File: config.mk
export PLATFORM = sky130hd
export DESIGN_NAME = drs_sequencer
export DESIGN_NICKNAME = d
export VERILOG_FILES = /design/src/core/drs_pkg.sv /design/src/core/drs_sequencer.sv /design/src/core/drs_timer.sv
export SDC_FILE = /design/constraint.sdc
export NUM_CORES = 1
export LEC_CHECK = 0
export ABC_CLOCK_PERIOD_IN_PS = 17050
export BUFFER_PORTS_ARGS = -buffer_cell sky130_fd_sc_hd__buf_2
export CAP_MARGIN = 20
export CELL_PAD_IN_SITES_DETAIL_PLACEMENT = 1
export CELL_PAD_IN_SITES_GLOBAL_PLACEMENT = 2
export CORE_ASPECT_RATIO = 1.5
export CORE_MARGIN = 1
export CORE_UTILIZATION = 40
export CTS_BUF_LIST = sky130_fd_sc_hd__clkbuf_4
export CTS_CLUSTER_SIZE = 10
export DETAILED_ROUTE_END_ITERATION = 8
export PLACE_DENSITY_LB_ADDON = 0.1
export SYNTH_ARGS = -nofsm -noshare
export SYNTH_HDL_FRONTEND = slang
export SYNTH_SLANG_ARGS = --single-unit
File: constraint.sdc
create_clock -name clk_i -period 17.05 [get_ports clk_i]
set_input_delay 1.705 -clock clk_i [delete_from_list [all_inputs] [get_ports clk_i]]
set_output_delay 1.705 -clock clk_i [all_outputs]
set_load 0.005 [all_outputs]
File: src/core/drs_pkg.sv
// package of constants and types for the memory rail sequencer
package drs_pkg;
	localparam int CLK_HZ          = 40000000;
	localparam int SS_TIME_NS      = 1400000;  // soft-start ramp, 1.4 ms
	localparam int SD_TIME_NS      = 2800000;  // soft-shutdown ramp, 2.8 ms
	localparam int TERM_RAMP_NS    = 160000;   // termination limit ramp, 160 us
	localparam int UV_QUAL_NS      = 200000;   // undervoltage qualification, 200 us
	localparam int TERM_FAULT_NS   = 5000000;  // termination fault qualification, 5 ms
	localparam int NS_PER_S        = 1000000000;
	localparam int SS_CYCLES       = int'((64'(SS_TIME_NS) * CLK_HZ) / NS_PER_S);
	localparam int SD_CYCLES       = int'((64'(SD_TIME_NS) * CLK_HZ) / NS_PER_S);
	localparam int TERM_RAMP_CYCLES = int'((64'(TERM_RAMP_NS) * CLK_HZ) / NS_PER_S);
	localparam int UV_QUAL_CYCLES  = int'((64'(UV_QUAL_NS) * CLK_HZ + NS_PER_S - 1) / NS_PER_S);
	localparam int TERM_FAULT_CYCLES = int'((64'(TERM_FAULT_NS) * CLK_HZ + NS_PER_S - 1) / NS_PER_S);
	localparam int CNT_W           = 24;
	localparam int LIM_W           = 8;        // current limit code width
	localparam logic [LIM_W-1:0] LIM_MAX = 8'hFF;
	localparam int NEG_LIM_PCT     = 115;      // negative limit as percent of positive

	// sequencer states, gray along off -> start -> run -> stop -> off
	typedef enum logic [2:0] {
		DRS_OFF   = 3'b000,
		DRS_START = 3'b001,
		DRS_RUN   = 3'b011,
		DRS_STOP  = 3'b010,
		DRS_LATCH = 3'b110
	} drs_state_t;

	// converter operating mode
	typedef enum logic [1:0] {
		DRS_SKIP = 2'h0,
		DRS_FPWM = 2'h1,
		DRS_STBY = 2'h2
	} drs_mode_t;

	// analog comparator inputs
	typedef struct packed {
		logic bias_por;        // bias above about 2 V
		logic bias_lockout_ok; // bias above 4.1 V
		logic reference_valid;
		logic main_in_window;  // main output within 85..115 %
		logic main_over;       // overvoltage detected
		logic main_under;      // undervoltage detected
		logic thermal_fault;
		logic term_in_window;  // termination within 10 %
		logic valley_limit;    // low-side current above valley limit
		logic neg_limit;       // reverse current above negative limit
		logic zero_cross;      // inductor current crossed zero
		logic error_low;       // error comparator asks for a cycle
		logic min_off_done;
		logic on_time_done;
	} drs_sense_t;

	// gate and switch controls
	typedef struct packed {
		logic high_side_gate;
		logic low_side_gate;
		logic discharge_on;
		logic term_enable;
		logic reference_enable;
	} drs_drive_t;
endpackage : drs_pkg

File: src/core/drs_sequencer.sv
// control and supervision logic for the memory power controller
// Summary of operation
// (RQ1) forced-PWM: no zero-cross cut, low gate is complement of high gate.
// (RQ2) sleep select low forces standby over light-load select.
// (RQ3) shutdown runs the converter in forced-PWM regardless of selects.
// (RQ4) standby: termination rail off, reference buffer stays on.
// (RQ5) leaving standby enables termination and ramps its limit over 160 us.
// (RQ6) valley current above limit blocks any new switching cycle.
// (RQ7) forced-PWM also enforces negative limit near 115 percent of positive.
// (RQ8) main power-good held low in off, soft-start and soft-shutdown.
// (RQ9) after soft-start main power-good released while output within window.
// (RQ10) main fault forces both power-goods low, latched until enable toggle or power loss.
// (RQ11) overvoltage always pulls main power-good low immediately.
// (RQ12) termination power-good low in standby, shutdown and soft-start.
// (RQ13) termination power-good released only while rail within 10 percent.
// (RQ14) termination power-good low for 5 ms latches chip off via soft-shutdown.
// (RQ15) power-on clear resets latch and soft-start; discharge on if protection on.
// (RQ16) switching inhibited until bias above 4.1 V, then soft-start.
// (RQ17) bias lockout fall stops switching, low gate low, discharge if protection on; low gate stays high while overvoltage latch is set.
// (RQ18) enable rising starts soft-start ramping target over 1.4 ms.
// (RQ19) pulse-skip during startup; selects apply after soft-start.
// (RQ20) termination full limit at regulation or 160 us; reference has no ramp.
// (RQ21) soft-shutdown on enable fall, thermal, 200 us undervoltage, 5 ms termination fault.
// (RQ22) soft-shutdown ramps target to zero over 2.8 ms then low gate low.
// (RQ23) after shutdown discharge held on until enable rises, only if protection on.
// (RQ24) protected overvoltage latches low gate high and forces high gate low.
// (RQ25) pulse-skip ends low gate pulse at inductor zero crossing.
// (RQ26) all delays and ramps come from counters with constant counts.
`timescale 1ns/1ps
module drs_sequencer
	import drs_pkg::*;
(
	input  wire logic             clk_i,
	input  wire logic             nrst_i,
	input  wire logic             power_on_request_i,
	input  wire logic             light_load_fpwm_i,
	input  wire logic             sleep_select_i,
	input  wire logic             overvoltage_protect_enable_i,
	input  wire drs_sense_t       sense_i,
	output drs_drive_t            drive_o,
	output logic                  main_output_ok_o,
	output logic                  main_output_ok_oe_o,
	output logic                  term_output_ok_o,
	output logic                  term_output_ok_oe_o,
	output logic [LIM_W-1:0]      term_limit_o,
	output logic                  neg_limit_active_o,
	output logic [CNT_W-1:0]      target_ramp_o,
	output drs_mode_t             mode_o,
	output logic                  converter_run_ok_o
);
	drs_state_t       state_reg, state_next;
	logic [CNT_W-1:0] ramp_reg, ramp_next;
	logic [CNT_W-1:0] tlim_cnt_reg, tlim_cnt_next;
	logic             fault_reg, fault_next;
	logic             ovp_latch_reg, ovp_latch_next;
	logic             req_prev_reg;
	logic             bias_prev_reg;
	logic             ss_done_reg, ss_done_next;
	logic             sd_half_reg, sd_half_next;
	logic             hs_reg, hs_next;
	logic             ls_reg, ls_next;
	logic             dis_reg, dis_next;
	logic             term_en_reg, term_en_next;
	logic             term_full_reg, term_full_next;
	logic             mpg_low_next, tpg_low_next;
	logic [LIM_W-1:0] lim_next;
	drs_mode_t        mode_next;
	logic             uv_done, tf_done, tpg_low_reg;
	logic             req_rise, req_fall, bias_fall;

	// undervoltage qualification, 200 us (RQ26)
	drs_timer #(.COUNT(UV_QUAL_CYCLES)) u_uv_timer (
		.clk_i  (clk_i),
		.nrst_i (nrst_i),
		.run_i  (sense_i.main_under && state_reg == DRS_RUN),
		.done_o (uv_done)
	);

	// termination power-good low qualification, 5 ms (RQ14)
	drs_timer #(.COUNT(TERM_FAULT_CYCLES)) u_tf_timer (
		.clk_i  (clk_i),
		.nrst_i (nrst_i),
		.run_i  (tpg_low_reg && term_en_reg && term_full_reg && state_reg == DRS_RUN),
		.done_o (tf_done)
	);

	assign req_rise  = power_on_request_i && !req_prev_reg;
	assign req_fall  = !power_on_request_i && req_prev_reg;
	assign bias_fall = !sense_i.bias_lockout_ok && bias_prev_reg;

	// sequencer state, ramps and fault latch
	always_comb begin
		state_next     = state_reg;
		ramp_next      = ramp_reg;
		fault_next     = fault_reg;
		ovp_latch_next = ovp_latch_reg;
		ss_done_next   = ss_done_reg;
		dis_next       = dis_reg;
		sd_half_next   = (state_reg == DRS_STOP) ? !sd_half_reg : 1'b0; // RQ22 half-rate phase
		if (req_rise) begin
			fault_next     = 1'b0;                            // RQ10
			ovp_latch_next = 1'b0;
			dis_next       = 1'b0;                            // RQ23
		end
		case (state_reg)
			DRS_OFF: begin
				ramp_next    = '0;
				ss_done_next = 1'b0;
				if (power_on_request_i && !fault_next && sense_i.bias_lockout_ok && sense_i.reference_valid) begin
					state_next = DRS_START;                         // RQ16 RQ18
					dis_next   = 1'b0;
				end
			end
			DRS_START: begin
				if (ramp_reg >= CNT_W'(SS_CYCLES - 1)) begin
					state_next   = DRS_RUN;                       // RQ18
					ss_done_next = 1'b1;
				end else begin
					ramp_next = ramp_reg + 1'b1;
				end
				if (!power_on_request_i || sense_i.thermal_fault)
					state_next = DRS_STOP;                          // RQ21
			end
			DRS_RUN: begin
				if (uv_done || tf_done) begin
					fault_next = 1'b1;                              // RQ10 RQ14
					state_next = DRS_STOP;                          // RQ21
				end else if (!power_on_request_i || sense_i.thermal_fault) begin
					state_next = DRS_STOP;                          // RQ21
				end
			end
			DRS_STOP: begin
				ss_done_next = 1'b0;
				if (ramp_reg == '0) begin
					ramp_next  = '0;
					state_next = fault_next ? DRS_LATCH : DRS_OFF; // RQ22
					dis_next   = overvoltage_protect_enable_i;      // RQ23
				end else begin
					ramp_next = ramp_reg - 1'b1;
				end
			end
			DRS_LATCH: begin
				ramp_next = '0;
				if (!fault_next)
					state_next = DRS_OFF;                           // RQ10
			end
			default: state_next = DRS_OFF;
		endcase
		// soft-shutdown descends at half the start slope: every other cycle holds (RQ22)
		if (state_reg == DRS_STOP && sd_half_reg && ramp_next != '0 && state_next == DRS_STOP)
			ramp_next = ramp_reg;
		if (sense_i.main_over && overvoltage_protect_enable_i && state_reg != DRS_OFF) begin
			ovp_latch_next = 1'b1;                            // RQ24
			fault_next     = 1'b1;
			dis_next       = 1'b1;
			state_next     = DRS_LATCH;
			ramp_next      = '0;
		end
		if (bias_fall) begin
			state_next = DRS_OFF;                               // RQ17
			ramp_next  = '0;
			dis_next   = overvoltage_protect_enable_i;          // RQ17
		end
		if (!sense_i.bias_por) begin
			fault_next     = 1'b0;                            // RQ15
			ovp_latch_next = 1'b0;
			state_next     = DRS_OFF;
			ramp_next      = '0;
			ss_done_next   = 1'b0;
			dis_next       = overvoltage_protect_enable_i;      // RQ15
		end
	end

	// operating mode, gates, termination and power-good
	always_comb begin
		mode_next      = DRS_SKIP;
		hs_next        = 1'b0;
		ls_next        = 1'b0;
		term_en_next   = 1'b0;
		term_full_next = term_full_reg;
		tlim_cnt_next  = tlim_cnt_reg + 1'b1;
		lim_next       = '0;
		if (state_next == DRS_STOP)
			mode_next = DRS_FPWM;                               // RQ3
		else if (ss_done_reg && !sleep_select_i)
			mode_next = DRS_STBY;                               // RQ2 RQ19
		else if (ss_done_reg && light_load_fpwm_i)
			mode_next = DRS_FPWM;                               // RQ1 RQ19
		// cycle start: on-time runs until done; valley limit withholds a start
		if (state_reg == DRS_START || state_reg == DRS_RUN || state_reg == DRS_STOP) begin
			if (hs_reg)
				hs_next = !sense_i.on_time_done;
			else
				hs_next = sense_i.error_low && sense_i.min_off_done && !sense_i.valley_limit; // RQ6
			if (mode_next == DRS_FPWM)
				ls_next = !hs_next && !sense_i.neg_limit;        // RQ1 RQ7
			else
				ls_next = !hs_next && !(sense_i.zero_cross || (!ls_reg && !hs_reg)); // RQ25
			if (state_reg == DRS_STOP && ramp_reg == '0)
				ls_next = 1'b0;                                 // RQ22
		end
		if (ovp_latch_next) begin
			hs_next = 1'b0;                                     // RQ24
			ls_next = 1'b1;                                     // RQ24
		end
		if (bias_fall || !sense_i.bias_lockout_ok) begin
			hs_next = 1'b0;                                     // RQ16 RQ17
			ls_next = ovp_latch_next;
		end
		// termination enable with linear current-limit ramp
		if (ss_done_reg && state_reg == DRS_RUN && sleep_select_i && !ovp_latch_reg)
			term_en_next = 1'b1;                                // RQ4 RQ5
		if (!term_en_reg) begin
			tlim_cnt_next  = '0;
			term_full_next = 1'b0;
		end else if (tlim_cnt_reg >= CNT_W'(TERM_RAMP_CYCLES - 1) || sense_i.term_in_window) begin
			term_full_next = 1'b1;                              // RQ20
			tlim_cnt_next  = tlim_cnt_reg;
		end
		if (term_en_reg)
			lim_next = term_full_next ? LIM_MAX :
			           LIM_W'((32'(tlim_cnt_reg) * 32'(LIM_MAX)) / TERM_RAMP_CYCLES); // RQ5
		mpg_low_next = state_reg != DRS_RUN || fault_reg || sense_i.main_over ||
		               !sense_i.main_in_window;                 // RQ8 RQ9 RQ10 RQ11
		tpg_low_next = !term_en_reg || fault_reg || state_reg != DRS_RUN ||
		               !sense_i.term_in_window;                 // RQ10 RQ12 RQ13
	end

	// register stage: every output straight from a flip-flop
	always_ff @(posedge clk_i or negedge nrst_i) begin
		if (!nrst_i) begin
			state_reg           <= DRS_OFF;
			ramp_reg            <= '0;
			tlim_cnt_reg        <= '0;
			fault_reg           <= 1'b0;
			ovp_latch_reg       <= 1'b0;
			req_prev_reg        <= 1'b0;
			bias_prev_reg       <= 1'b0;
			ss_done_reg         <= 1'b0;
			sd_half_reg         <= 1'b0;
			hs_reg              <= 1'b0;
			ls_reg              <= 1'b0;
			dis_reg             <= 1'b0;
			term_en_reg         <= 1'b0;
			term_full_reg       <= 1'b0;
			tpg_low_reg         <= 1'b1;
			drive_o             <= '0;
			main_output_ok_o    <= 1'b0;
			main_output_ok_oe_o <= 1'b1;
			term_output_ok_o    <= 1'b0;
			term_output_ok_oe_o <= 1'b1;
			term_limit_o        <= '0;
			neg_limit_active_o  <= 1'b0;
			target_ramp_o       <= '0;
			mode_o              <= DRS_SKIP;
			converter_run_ok_o  <= 1'b0;
		end else begin
			state_reg           <= state_next;
			ramp_reg            <= ramp_next;
			tlim_cnt_reg        <= tlim_cnt_next;
			fault_reg           <= fault_next;
			ovp_latch_reg       <= ovp_latch_next;
			req_prev_reg        <= power_on_request_i;
			bias_prev_reg       <= sense_i.bias_lockout_ok;
			ss_done_reg         <= ss_done_next;
			sd_half_reg         <= sd_half_next;
			hs_reg              <= hs_next;
			ls_reg              <= ls_next;
			dis_reg             <= dis_next;
			term_en_reg         <= term_en_next;
			term_full_reg       <= term_full_next;
			tpg_low_reg         <= tpg_low_next;
			drive_o             <= '{high_side_gate: hs_next, low_side_gate: ls_next, discharge_on: dis_next,
			                         term_enable: term_en_next, reference_enable: 1'b1}; // RQ4 RQ20
			main_output_ok_o    <= 1'b0;                        // open drain: only ever drives low
			main_output_ok_oe_o <= mpg_low_next;                // RQ8 RQ9 RQ11
			term_output_ok_o    <= 1'b0;
			term_output_ok_oe_o <= tpg_low_next;                // RQ12 RQ13
			term_limit_o        <= lim_next;
			neg_limit_active_o  <= mode_next == DRS_FPWM;       // RQ7
			target_ramp_o       <= ramp_next;
			mode_o              <= mode_next;
			converter_run_ok_o  <= state_next == DRS_RUN;
		end
	end
endmodule : drs_sequencer

File: src/core/drs_timer.sv
// qualifying counter: raises done once the condition has held for the full count
`timescale 1ns/1ps
module drs_timer
	import drs_pkg::*;
#(
	parameter int COUNT = 8
) (
	input  wire logic clk_i,
	input  wire logic nrst_i,
	input  wire logic run_i,
	output logic      done_o
);
	logic [CNT_W-1:0] cnt_reg;
	logic [CNT_W-1:0] cnt_next;
	logic             done_next;

	// count while run held, clear otherwise, saturate at the limit
	always_comb begin
		cnt_next  = '0;
		done_next = 1'b0;
		if (run_i) begin
			if (cnt_reg >= CNT_W'(COUNT - 1)) begin
				cnt_next  = cnt_reg;
				done_next = 1'b1;
			end else begin
				cnt_next = cnt_reg + 1'b1;
			end
		end
	end

	always_ff @(posedge clk_i or negedge nrst_i) begin
		if (!nrst_i) begin
			cnt_reg <= '0;
			done_o  <= 1'b0;
		end else begin
			cnt_reg <= cnt_next;
			done_o  <= done_next;
		end
	end
endmodule : drs_timer

==> impl_metrics.py <==
metrics = {
    "outcome": {
        "status": "completed",
    },
    "synthesis": {
        "synth_compound_area_frac": 0.258,
        "synth_mux_area_frac": 0.0150,
        "synthFlopType": "dfrtp_1",
        "synthArstFlopShare": 1.00,
        "synth.distinct_cells": 149,
        "synth_top_family_by_area": "compound AO/OA/AOI/OAI gates",
        "netlist_instances": 2029,
        "synthAdderAreaFrac": 0.198,
        "synth_xor_area_frac": 0.0520,
        "synth_edf_count": 0,
        "yosys_warnings": 0,
        "synth.yosys.seq_area_share": 0.188,
        "synthSimpleGateAreaFrac": 0.215,
        "synthTopCellsByCount": "inv_1 (203), nor2_1 (203), nand2_1 (166)",
        "synthTopCellsByArea": "dfrtp_1 (18%), fa_1 (13%), ha_1 (6.4%), inv_1 (4.5%), nor2_1 (4.5%)",
        "ys_ff_latch": 127,
        "yosys.area.top_type": "dfrtp_1",
        "synth_top_cell_area_share": 0.185,
        "netlist_area_um2": 16900,
        "syn_avg_cell_area_um2": 8.34,
    },
    "cts": {
        "cts-hold-fix-buffers": 0,
        "clock_latency_ns": 0.59,
        "clockBufferDepth": 2,
        "cts_tree": "yes",
        "htreeDepth": 4,
        "cts_root_buf": "clkbuf_4",
        "clkTransAtPathRegs_ns": 0.12,
        "numCtsBuffers": 17,
        "clock_sinks": 127,
    },
    "detailed_routing": {
        "vias": 15900,
        "viasPerCell": 5.78,
        "drtIter0Drc": 616,
        "antenna_left": 0,
        "post-route-drc-count": 0,
        "drt_wl_total_mm": 52.7,
        "wl_per_cell_um": 19.2,
        "dr.pass1.iters": 5,
    },
    "sta": {
        "relSlewSlack": 0.293,
        "fmax_mhz": 61.3,
        "fin_skew_ns": 0.0185,
        "drv_slew": 0,
        "setup_violations": 0,
        "hold_viol_final": 0,
        "timing.final.crit_share": 0.957,
        "fin_crit_ns": 16.32,
        "worst_slew_pin_slew_ns": 1.06,
        "fin_ws_ns": 0.726,
        "hold_ws_ns": 0.448,
    },
    "grt": {
        "grt_max_degree": 71,
        "grt_pass1_wl_mm": 85.9,
        "grt_overflow": 0,
        "grt.total_usage": 0.246,
        "antenna_found_initial": 1,
        "grt_pass1_vias": 17000,
    },
    "setup_path": {
        "r2r_slack_ns": 0.73,
        "cp_slowest_cell": "fa_1",
        "worstSetupEndpointType": "flip-flop",
        "crit_required_ns": 17.55,
        "crit_type": "reg -> reg",
        "path_max_fanout": 8,
        "crit_path_max_incr_delay_ns": 0.64,
        "worstPathArrival_ns": 16.83,
        "cp-start-kind": "flip-flop",
        "reg2reg_from": "tlim_cnt_reg[8]",
        "crit_start": "tlim_cnt_reg[8]",
    },
    "final_layout": {
        "synthToLayoutAreaGrowth_pct": 16.2,
        "regArea_um2": 3200,
        "fillers": 4982,
        "fin_area_um2": 19700,
        "multi_input_area_um2": 13300,
        "final_core_util": 0.475,
        "nNetsFinal": 2390,
        "drive_gt1_frac": 0.243,
        "fin_cells": 2746,
    },
    "placement": {
        "port_buffers": 62,
        "routabilityCongestion": 0.884,
        "dp.cells": 2664,
        "hpwl_mm": 42.1,
        "placed_cell_area_um2": 18200,
        "pre_cts_slack_ns": -0.525,
    },
    "power": {
        "swShare": 0.270,
        "power.share.clock": 0.402,
        "ir_worst_vdd_v": 0.0000267,
        "leakage_uw": 0.00878,
        "power_density_nw_per_um2": 27.7,
        "combPwrFrac": 0.042,
        "switchingPower_uw": 148,
        "power.internal_uw": 398,
        "seq_power_share": 0.556,
    },
    "die": {
        "die_w_um": 170,
        "dieArea_um2": 43200,
        "die_h_um": 254,
        "initial_core_util": 0.408,
        "io_pins": 65,
        "design.core.area_um2": 41400,
        "rows": 91,
    },
    "min_path": {
        "hp-class": "reg -> reg",
        "hp-start": "sd_half_reg",
    },
    "job": {
        "maxCapViolCount": 0,
    },
}
placed cells by master (no fill, tap or decap), types with 20 or more instances in the layout:
cell type / count
nand3_1: 61
and3_1: 30
or3_1: 21
nand2_1: 165
o211ai_1: 21
ha_1: 74
a21oi_1: 91
buf_2: 61
o21ai_1: 22
fa_1: 106
inv_1: 197
a21oi_2: 20
buf_4: 143
nor2_1: 197
o31ai_1: 28
nand4_1: 34
o21ai_0: 82
xor2_1: 31
dfrtp_1: 106
nor3_1: 45
xnor2_1: 54
what timing repair did:
item,CTS,global route
gates cloned,0,1
setup buffers,2,45
endpoints found under the setup margin,3,3
gates resized for setup,36,151
pin swaps,4,54
power by group through the flow:
stage	Clock (µW)	Combinational (µW)	Sequential (µW)
2_1_floorplan	0	10.5	309
3_3_place_gp	0	22.8	309
3_5_place_dp	0	23.2	309
4_1_cts	229	23.3	303
5_1_grt	240	26.3	304
6_report	219	23.1	303
per-layer routing:
| metal | global-route usage | wire, µm | vias to the layer above |
|---|---|---|---|
| li1 | - | - | 7539 |
| met1 | 0.255 | 20000 | 8053 |
| met2 | 0.499 | 30100 | 195 |
| met3 | 0.0165 | 758 | 94 |
| met4 | 0.101 | 1890 | 0 |
| met5 | 0 | 0 | - |
area by class of cell:
type,instances,share of cell area
diodes,1,0.000127
clock buffers,17,0.00649
clock inverters,15,0.00814
inverters,203,0.0393
multi-input cells,1616,0.674
flip-flops and latches,127,0.163
well taps,558,0.0355
repair buffers,209,0.0736
logic make-up (layout without fill, tap and decap cells):
group | after synthesis | in the layout
AO/OA/AOI/OAI | 575 | 575
other | 2 | 4
buffers and inverters | 288 | 444
adder cells (fa/ha/maj) | 203 | 203
multiplexers | 24 | 24
XOR/XNOR | 95 | 95
flip-flops | 127 | 127
AND/OR/NAND/NOR | 715 | 716
worst max-delay path, delay by kind of cell (launching register included):
family,cells,cell delay [ns]
buffers and inverters,7,0.97
adders and majority gates,7,3.26
and+or+nand+nor,20,4.14
AOI/OAI and AO/OA,29,7.04
DFF,1,0.50
xor gates and xnor gates,2,0.35
through the flow:
step                total power (µW)  TNS, ns
floorplan                        319        0
global placement                 332   -0.413
detailed placement               332   -0.993
CTS                              556        0
global route                     570   -0.242
finish                           546        0
worst paths after layout:
kind	cells after the start	to
max	65	term_limit_o[0]
min	1	sd_half_reg
max reg2reg	65	term_limit_o[0]
min reg2reg	1	sd_half_reg
max in group asynchronous	2	tlim_cnt_reg[12]
min in group asynchronous	1	drive_o[0]
No activity file was read; power rests on OpenSTA's default activity.
